**src/shared/hlec_pkg.sv**
```systemverilog
// Shared constants and carrier types for the home logic event counter
package hlec_pkg;

   // ****************************************************************
   // Event codes and unit masks
   // ****************************************************************
   localparam logic [7:0] EV_SNOOP               = 8'h0c;
   localparam logic [7:0] EV_REQUEST             = 8'h20;
   localparam logic [7:0] EV_FULL                = 8'h21;
   localparam logic [7:0] EV_BUSY                = 8'h22;
   localparam logic [7:0] EV_OCCUPANCY           = 8'h23;
   localparam logic [7:0] EV_CONFLICT            = 8'h24;
   localparam logic [7:0] UMASK_SNOOP_INVALIDATE = 8'h08;
   localparam logic [7:0] UMASK_TWO_WAY          = 8'h02;

   // ****************************************************************
   // Prior line state, one-hot as in the filter mask
   // ****************************************************************
   localparam logic [3:0] STATE_MODIFIED  = 4'h1;
   localparam logic [3:0] STATE_EXCLUSIVE = 4'h2;
   localparam logic [3:0] STATE_SHARED    = 4'h4;
   localparam logic [3:0] STATE_FORWARD   = 4'h8;
   localparam logic [3:0] STATE_NONE      = 4'h0;

   // ****************************************************************
   // Trackers and conflict table
   // ****************************************************************
   localparam int         TRACKERS       = 3;
   localparam logic [1:0] TWO_WAY_LIMIT  = 2'h2;
   localparam logic [1:0] CONFLICT_SAT   = 2'h3;
   localparam logic [1:0] CONFLICT_NONE  = 2'h0;
   localparam logic [1:0] CONFLICT_STEP  = 2'h1;

   typedef enum logic [1:0] {
      SRC_IO_HUB,
      SRC_REMOTE,
      SRC_LOCAL
   } hlec_source_type;

   typedef struct packed {
      logic [7:0] event_code;
      logic [7:0] unit_mask;
      logic [3:0] filter_mask;
   } hlec_config_type;

   typedef struct packed {
      logic       valid;
      logic [3:0] prior_state;
   } hlec_snoop_type;

   typedef struct packed {
      logic            valid;
      logic            write;
      hlec_source_type source;
   } hlec_request_type;

   // Unit mask bit for a request: two bits per source, read below write
   function automatic logic request_selected(input logic [7:0] umask,
                                             input hlec_request_type req);
      return umask[{req.source, req.write}];
   endfunction

   function automatic logic tracker_selected(input logic [7:0] umask, input int idx);
      return umask[idx];
   endfunction

endpackage

```
**src/core/hlec_conflict_table.sv**
```systemverilog
// Conflict address table: remembers which tracker entries are in conflict
`timescale 1ns/100ps
`default_nettype none
module hlec_conflict_table #(
   parameter int SLOTS   = 4,
   parameter int ENTRIES = 32
) (
   input  wire logic                       clock,
   input  wire logic                       sys_rst,
   input  wire logic                       join_valid,
   input  wire logic [$clog2(SLOTS)-1:0]   join_slot,
   input  wire logic [$clog2(ENTRIES)-1:0] join_entry,
   input  wire logic                       release_valid,
   input  wire logic [$clog2(SLOTS)-1:0]   release_slot,
   output var  logic                       dealloc_valid,
   output var  logic [1:0]                 dealloc_count
);
   import hlec_pkg::*;

   // Only tracker entry indices live here; requests stay in the tracker
   logic [ENTRIES-1:0] member   [SLOTS];
   logic [1:0]         conflicts[SLOTS];

   // ****************************************************************
   // Slot update
   // ****************************************************************
   for (genvar s = 0; s < SLOTS; s++) begin : g_slot
      always_ff @(posedge clock) begin
         if (sys_rst) begin
            member[s]    <= '0;
            conflicts[s] <= CONFLICT_NONE;
         end else if (release_valid && release_slot == s) begin
            // Release beats a join in the same cycle: the slot is gone
            member[s]    <= '0;
            conflicts[s] <= CONFLICT_NONE;
         end else if (join_valid && join_slot == s && !member[s][join_entry]) begin
            member[s][join_entry] <= 1'b1;
            if (conflicts[s] != CONFLICT_SAT) begin
               conflicts[s] <= conflicts[s] + CONFLICT_STEP;
            end
         end
      end
   end

   // ****************************************************************
   // Deallocation report
   // ****************************************************************
   // Report at deallocation
   always_ff @(posedge clock) begin
      if (sys_rst) begin
         dealloc_valid <= 1'b0;
         dealloc_count <= CONFLICT_NONE;
      end else begin
         dealloc_valid <= release_valid && (member[release_slot] != '0);
         dealloc_count <= conflicts[release_slot];
      end
   end

   AST_CT_JOIN_MARKS : assert property (
      @(posedge clock) disable iff (sys_rst)
      (join_valid && !(release_valid && release_slot == join_slot))
      |=> member[$past(join_slot)][$past(join_entry)])
      else $error("Joined entry not recorded in slot");

   AST_CT_RELEASE_EMPTIES : assert property (
      @(posedge clock) disable iff (sys_rst)
      release_valid |=> (member[$past(release_slot)] == '0)
                        && (dealloc_valid == ($past(member[release_slot]) != '0)))
      else $error("Released slot not emptied or not reported");

endmodule // hlec_conflict_table
`default_nettype wire

```
**src/core/hlec_counter.sv**
```systemverilog
// Home logic performance event selection and counting
//
// Contract
// - Event 0c/08 counts remote invalidating snoops whose prior state passes filter.
// - Event 20 counts read requests: 01 io hub, 04 remote, 10 local.
// - Event 20 counts write requests: 02 io hub, 08 remote, 20 local.
// - Event 21 adds one per cycle the selected tracker is full.
// - Event 22 adds one per cycle the selected tracker is busy.
// - Event 23 accumulates read occupancy of selected tracker, allocation to deallocation.
// - Event 24/02 counts conflict entries with at most two conflicts at deallocation.
// - Conflict table holds only membership; requests stay in tracker entries.
`timescale 1ns/100ps
`default_nettype none
module hlec_counter #(
   parameter int COUNT_W       = 48,
   parameter int TRACKER_DEPTH = 32,
   parameter int CT_SLOTS      = 4
) (
   input  wire logic                             CLOCK,
   input  wire logic                             SYS_RST,
   input  wire hlec_pkg::hlec_config_type        CONFIG,
   input  wire hlec_pkg::hlec_snoop_type         SNOOP,
   input  wire hlec_pkg::hlec_request_type       REQUEST,
   input  wire logic [hlec_pkg::TRACKERS-1:0]    TRACKER_FULL,
   input  wire logic [hlec_pkg::TRACKERS-1:0]    TRACKER_BUSY,
   input  wire logic [hlec_pkg::TRACKERS-1:0]    READ_ALLOC,
   input  wire logic [hlec_pkg::TRACKERS-1:0]    READ_DEALLOC,
   input  wire logic                             CT_JOIN_VALID,
   input  wire logic [$clog2(CT_SLOTS)-1:0]      CT_JOIN_SLOT,
   input  wire logic [$clog2(TRACKER_DEPTH)-1:0] CT_JOIN_ENTRY,
   input  wire logic                             CT_RELEASE_VALID,
   input  wire logic [$clog2(CT_SLOTS)-1:0]      CT_RELEASE_SLOT,
   output var  logic [COUNT_W-1:0]               COUNT
);
   import hlec_pkg::*;

   localparam int             OCC_W   = $clog2(TRACKER_DEPTH + 1);
   localparam int             INC_W   = OCC_W + 2;
   localparam logic [INC_W-1:0] INC_ONE = INC_W'(1);

   logic [OCC_W-1:0] occupancy[TRACKERS];
   logic [INC_W-1:0] next_increment;
   logic             ct_dealloc_valid;
   logic [1:0]       ct_dealloc_count;

   // ****************************************************************
   // Conflict address table
   // ****************************************************************
   hlec_conflict_table #(
      .SLOTS   (CT_SLOTS),
      .ENTRIES (TRACKER_DEPTH)
   ) u_conflict_table (
      .clock         (CLOCK),
      .sys_rst       (SYS_RST),
      .join_valid    (CT_JOIN_VALID),
      .join_slot     (CT_JOIN_SLOT),
      .join_entry    (CT_JOIN_ENTRY),
      .release_valid (CT_RELEASE_VALID),
      .release_slot  (CT_RELEASE_SLOT),
      .dealloc_valid (ct_dealloc_valid),
      .dealloc_count (ct_dealloc_count)
   );

   // ****************************************************************
   // Read occupancy per tracker
   // ****************************************************************
   for (genvar t = 0; t < TRACKERS; t++) begin : g_occ
      always_ff @(posedge CLOCK) begin
         if (SYS_RST) begin
            occupancy[t] <= '0;
         end else begin
            occupancy[t] <= occupancy[t] + OCC_W'(READ_ALLOC[t]) - OCC_W'(READ_DEALLOC[t]);
         end
      end

      AST_OCC_TRACKS : assert property (
         @(posedge CLOCK) disable iff (SYS_RST)
         (READ_ALLOC[t] && !READ_DEALLOC[t]) |=> occupancy[t] == $past(occupancy[t]) + 1)
         else $error("Read occupancy did not grow on allocation");
   end

   // ****************************************************************
   // Event selection
   // ****************************************************************
   always_comb begin
      next_increment = '0;
      unique case (CONFIG.event_code)
         EV_SNOOP: begin
            if (CONFIG.unit_mask == UMASK_SNOOP_INVALIDATE && SNOOP.valid
                && (SNOOP.prior_state & CONFIG.filter_mask) != STATE_NONE) begin
               next_increment = INC_ONE;
            end
         end
         EV_REQUEST: begin
            if (REQUEST.valid && REQUEST.source <= SRC_LOCAL
                && request_selected(CONFIG.unit_mask, REQUEST)) begin
               next_increment = INC_ONE;
            end
         end
         EV_FULL: begin
            for (int i = 0; i < TRACKERS; i++) begin
               if (tracker_selected(CONFIG.unit_mask, i) && TRACKER_FULL[i]) begin
                  next_increment = next_increment + INC_ONE;
               end
            end
         end
         EV_BUSY: begin
            for (int i = 0; i < TRACKERS; i++) begin
               if (tracker_selected(CONFIG.unit_mask, i) && TRACKER_BUSY[i]) begin
                  next_increment = next_increment + INC_ONE;
               end
            end
         end
         EV_OCCUPANCY: begin
            for (int i = 0; i < TRACKERS; i++) begin
               if (tracker_selected(CONFIG.unit_mask, i)) begin
                  next_increment = next_increment + INC_W'(occupancy[i]);
               end
            end
         end
         EV_CONFLICT: begin
            if (CONFIG.unit_mask == UMASK_TWO_WAY && ct_dealloc_valid
                && ct_dealloc_count <= TWO_WAY_LIMIT) begin
               next_increment = INC_ONE;
            end
         end
         default: begin
            next_increment = '0;
         end
      endcase
   end

   // ****************************************************************
   // Counter
   // ****************************************************************
   // Wraps silently; overflow handling lives outside this block
   always_ff @(posedge CLOCK) begin
      if (SYS_RST) begin
         COUNT <= '0;
      end else begin
         COUNT <= COUNT + COUNT_W'(next_increment);
      end
   end

   // ****************************************************************
   // Checks
   // ****************************************************************
   AST_SNOOP_COUNTS : assert property (
      @(posedge CLOCK) disable iff (SYS_RST)
      (CONFIG.event_code == EV_SNOOP && CONFIG.unit_mask == UMASK_SNOOP_INVALIDATE
       && SNOOP.valid && (SNOOP.prior_state & CONFIG.filter_mask) != STATE_NONE)
      |=> COUNT == $past(COUNT) + 1)
      else $error("Filtered invalidating snoop not counted");

   AST_SNOOP_FILTERED : assert property (
      @(posedge CLOCK) disable iff (SYS_RST)
      (CONFIG.event_code == EV_SNOOP && SNOOP.valid
       && (SNOOP.prior_state & CONFIG.filter_mask) == STATE_NONE)
      |=> $stable(COUNT))
      else $error("Snoop outside filter was counted");

   AST_READ_COUNTS : assert property (
      @(posedge CLOCK) disable iff (SYS_RST)
      (CONFIG.event_code == EV_REQUEST && REQUEST.valid && !REQUEST.write
       && REQUEST.source == SRC_REMOTE && CONFIG.unit_mask == 8'h04)
      |=> COUNT == $past(COUNT) + 1)
      else $error("Remote read request not counted");

   AST_WRITE_COUNTS : assert property (
      @(posedge CLOCK) disable iff (SYS_RST)
      (CONFIG.event_code == EV_REQUEST && REQUEST.valid && REQUEST.write
       && REQUEST.source == SRC_LOCAL && CONFIG.unit_mask == 8'h20)
      |=> COUNT == $past(COUNT) + 1)
      else $error("Local write request not counted");

   AST_WRITE_NOT_READ : assert property (
      @(posedge CLOCK) disable iff (SYS_RST)
      (CONFIG.event_code == EV_REQUEST && REQUEST.valid && REQUEST.write
       && CONFIG.unit_mask == 8'h15)
      |=> $stable(COUNT))
      else $error("Write counted under a read-only mask");

   AST_FULL_RUN : assert property (
      @(posedge CLOCK) disable iff (SYS_RST)
      (CONFIG.event_code == EV_FULL && CONFIG.unit_mask == 8'h02
       && TRACKER_FULL[1]) [*3]
      |=> COUNT == $past(COUNT, 3) + 3)
      else $error("Remote tracker full cycles miscounted");

   AST_BUSY_COUNTS : assert property (
      @(posedge CLOCK) disable iff (SYS_RST)
      (CONFIG.event_code == EV_BUSY && CONFIG.unit_mask == 8'h05)
      |=> COUNT == $past(COUNT) + $past(TRACKER_BUSY[0]) + $past(TRACKER_BUSY[2]))
      else $error("Busy cycles miscounted");

   AST_OCC_ADDS : assert property (
      @(posedge CLOCK) disable iff (SYS_RST)
      (CONFIG.event_code == EV_OCCUPANCY && CONFIG.unit_mask == 8'h04)
      |=> COUNT == $past(COUNT) + $past(occupancy[2]))
      else $error("Local read occupancy not accumulated");

   AST_CONFLICT_COUNTS : assert property (
      @(posedge CLOCK) disable iff (SYS_RST)
      (CONFIG.event_code == EV_CONFLICT && CONFIG.unit_mask == UMASK_TWO_WAY
       && CT_RELEASE_VALID) ##1 (ct_dealloc_valid && ct_dealloc_count <= TWO_WAY_LIMIT
       && CONFIG.event_code == EV_CONFLICT && CONFIG.unit_mask == UMASK_TWO_WAY)
      |=> COUNT == $past(COUNT) + 1)
      else $error("Two-way conflict deallocation not counted");

   AST_OTHER_HOLDS : assert property (
      @(posedge CLOCK) disable iff (SYS_RST)
      (CONFIG.event_code < EV_REQUEST && CONFIG.event_code != EV_SNOOP) || CONFIG.event_code > EV_CONFLICT
      |=> $stable(COUNT))
      else $error("Counter moved under an unknown event code");

endmodule // hlec_counter
`default_nettype wire

```
**config.mk**
```make
export PLATFORM = sky130hd
export DESIGN_NAME = hlec_counter
export DESIGN_NICKNAME = d
export VERILOG_FILES = /design/src/shared/hlec_pkg.sv /design/src/core/hlec_conflict_table.sv /design/src/core/hlec_counter.sv
export SDC_FILE = /design/constraint.sdc
export NUM_CORES = 1
export LEC_CHECK = 0
export BUFFER_PORTS_ARGS = -buffer_cell sky130_fd_sc_hd__buf_2
export CAP_MARGIN = 20
export CORE_UTILIZATION = 61
export DETAILED_ROUTE_END_ITERATION = 7
export GPL_TIMING_DRIVEN = 0
export PLACE_DENSITY = 0.81
export SYNTH_ARGS = -nofsm -noshare
export SYNTH_HDL_FRONTEND = slang
export SYNTH_SLANG_ARGS = --single-unit
```
**constraint.sdc**
```tcl
create_clock -name CLOCK -period 5.8 [get_ports CLOCK]
set_input_delay 1.16 -clock CLOCK [delete_from_list [all_inputs] [get_ports CLOCK]]
set_output_delay 1.16 -clock CLOCK [all_outputs]
set_load 0.01 [all_outputs]
```
==> run summary <==
Max-cap violations: 0
Reg clk slew, reported paths: 60 ps
GPL Wtd Cong: 0.936
met1 usage: 0.422
Final Hold Fails: 0
Nets: 1494
Hold Path Class: register to register
Worst setup EP type: register
DRT antenna net count: 0
clk_lat worst skew: 510 ps
commonest non-fill, non-tap cells in the layout: 180 x nor2_1, 136 x edfxtp_1, 129 x o21ai_0
Yosys reg bits: 205
clk_skew: 16.1 ps
met2 usage: 0.520
GR Layer Usage met3: 0.0600
dominant cell type by area after synthesis: edfxtp_1
initial DRC count: 1182
critical path class: input port to register
Worst VDD drop: 244 uV
final hold slack: 509 ps
vias: 10687
layout cells sized above 1: 0.125
fillcell total: 1513
CTS Hold Bufs: 0
Starting Density: 0.624
Syn Nets: 1373
final WL: 32.4 mm
Tot Pwr: 0.00399 W
Cell Area, Synth: 0.0122 mm^2
Avg Vias per Cell: 6.40
Least-Margin Pin Slew: 836 ps
max-slew violation count: 0
First-pass DRT Iterations: 6
Synth Warn #: 0
DP HPWL: 23.5 mm
sequential area share after synthesis: 0.448
Synth top area share: 0.335
Syn Inst Count: 1269
unrepaired setup endpoints after global routing: no
# diodes: 0
post-synth cell types: 73
Startpoint Class: input port
Max Fclk: 184 MHz
crit-path max FO: 10
width of the die: 143 um
Synth area leaders: edfxtp_1 34%, dfxtp_1 11%, nor2_1 5.5%
HP Start: COUNT[23]$_SDFF_PP0_
antenna violations before repair: 0
outcome: complete, no violations
ys async rst share: 0
register area: 0.00547 mm^2
number of synthesized flops with an enable pin: 136
relative slew slack: 0.440
WL per Instance: 19.4 um
die area: 0.0206 mm^2
fin worst setup slack: 353 ps
global route overflow: 0
Crit path required time: 6190 ps
most common cell after layout, fill and taps aside: nor2_1
CTS Root Cell: clkbuf_16
H-tree depth: 1
Clock Sinks: 205
largest net degree at the start of global routing: 14
fin crit share: 0.939
Global Route Usage Sum: 0.321
Synth Area per Inst: 9.61 um^2
CTS tree: done
drc violations: 0
PortBufs: 96
GRT busiest layer: met2
first-pass GRT wire length: 51.2 mm
# IOs: 102
vias in the first global route: 10110
crit path from: CONFIG[4]
Max Buffers Root-to-Sink: 3
die height: 143 um
pre-CTS WS: -548 ps
Tmin final: 5450 ps
Rows: 51
core footprint: 0.0195 mm^2
synthesis-to-finish area growth: 12.5%
reg2reg start: occupancy[0][0]$_SDFF_PP0_
final setup vio count: 0
Primary FF master, synth: edfxtp_1
Multi-input gate area: 0.00612 mm^2
Setup Fix Bufs, Post-CTS: 0
worst path arrival time: 5840 ps
power per cell area: 291 mW/mm^2
Leak: 5.13 nW
TritonCTS Buffers: 23
[path summary, 6_finish.rpt]
path | endpoint | slack, ps | cells after the start
hold reg to reg | COUNT[23]$_SDFF_PP0_ | 510 | 2
setup / recovery | COUNT[47]$_SDFF_PP0_ | 350 | 21
setup reg to reg | COUNT[47]$_SDFF_PP0_ | 780 | 21
hold / removal | COUNT[23]$_SDFF_PP0_ | 510 | 2
[critical path, cell delays in order]
cell and delay [ps]:
buf_2 140, clkbuf_2 230, nand2_1 140, fa_1 440
nand2b_1 220, nand3b_1 140, xor2_1 240, ha_1 310
nor2b_1 170, o21a_1 180, o21ai_0 230, a21oi_1 120
xnor2_1 140, nor2_1 60, ha_1 230, or3_1 410
a211o_1 330, o2111ai_2 430, nor2_1 60, and3_1 180
mux2_2 260
[where the power goes]
group          internal, W  switching (W)  leakage (nW)  total (W)
clock             0.000780       0.000597         0.347    0.00138
combinational     0.000387       0.000496          2.78   0.000883
sequential         0.00165      0.0000779          2.00    0.00173
total              0.00282        0.00117          5.13    0.00399
[metrics by stage]
stage / util / cells / TNS (ps) / instance area (um^2)
global placement: 0.666 / 1630 / -3920 / 13000
CTS: 0.702 / 1670 / 0 / 13700
global route: 0.702 / 1670 / 0 / 13700
floorplan: - / 1269 / 0 / 12200
detailed placement: 0.666 / 1630 / -7120 / 13000
finish: 0.702 / 1670 / 0 / 13700
[Yosys cell counts, types with 30 or more instances]
master	instances
nor2_1	180
inv_1	49
nor3_1	51
clkbuf_1	68
xnor2_1	38
a21oi_1	30
o21ai_0	129
nor4_1	39
nand2_1	87
edfxtp_1	136
ha_1	44
dfxtp_1	69
[kinds of logic after synthesis]
group | share of synthesized area
muxes | 0.0736
buffers and inverters | 0.0503
and+or+nand+nor | 0.195
AOI/OAI and AO/OA | 0.137
xor gates and xnor gates | 0.0410
adders and majority gates | 0.0550
DFF | 0.448
[repair_timing]
action | in CTS | in global routing
gates cloned | 0 | 0
resized for setup | 1 | 7
endpoints found under the setup margin | 1 | 27
[area by class of cell]
| cell class | instances | area share |
|---|---|---|
| clock inverter | 11 | 0.00447 |
| multi-input combinational | 922 | 0.446 |
| sequential | 205 | 0.398 |
| clock buffer | 29 | 0.0466 |
| inverter | 50 | 0.0137 |
| tap | 265 | 0.0242 |
| timing repair buffer | 96 | 0.0350 |
| buffer | 92 | 0.0312 |
[registers in the layout, summed over array words and instances (netlist names)]
signal / count
occupancy: 18
u_conflict_table.member: 128
u_conflict_table.conflicts: 8
COUNT: 48
u_conflict_table.dealloc_count: 2
u_conflict_table.dealloc_valid: 1
[per-layer routing]
metal,part of all wire,vias up,wire (um)
met3,0.11,121,3610
met1,0.39,4996,12600
li1,-,4892,-
met4,0.040,0,1310
met5,0,-,0
met2,0.46,678,14800
Power figures use the tool's default switching activity.
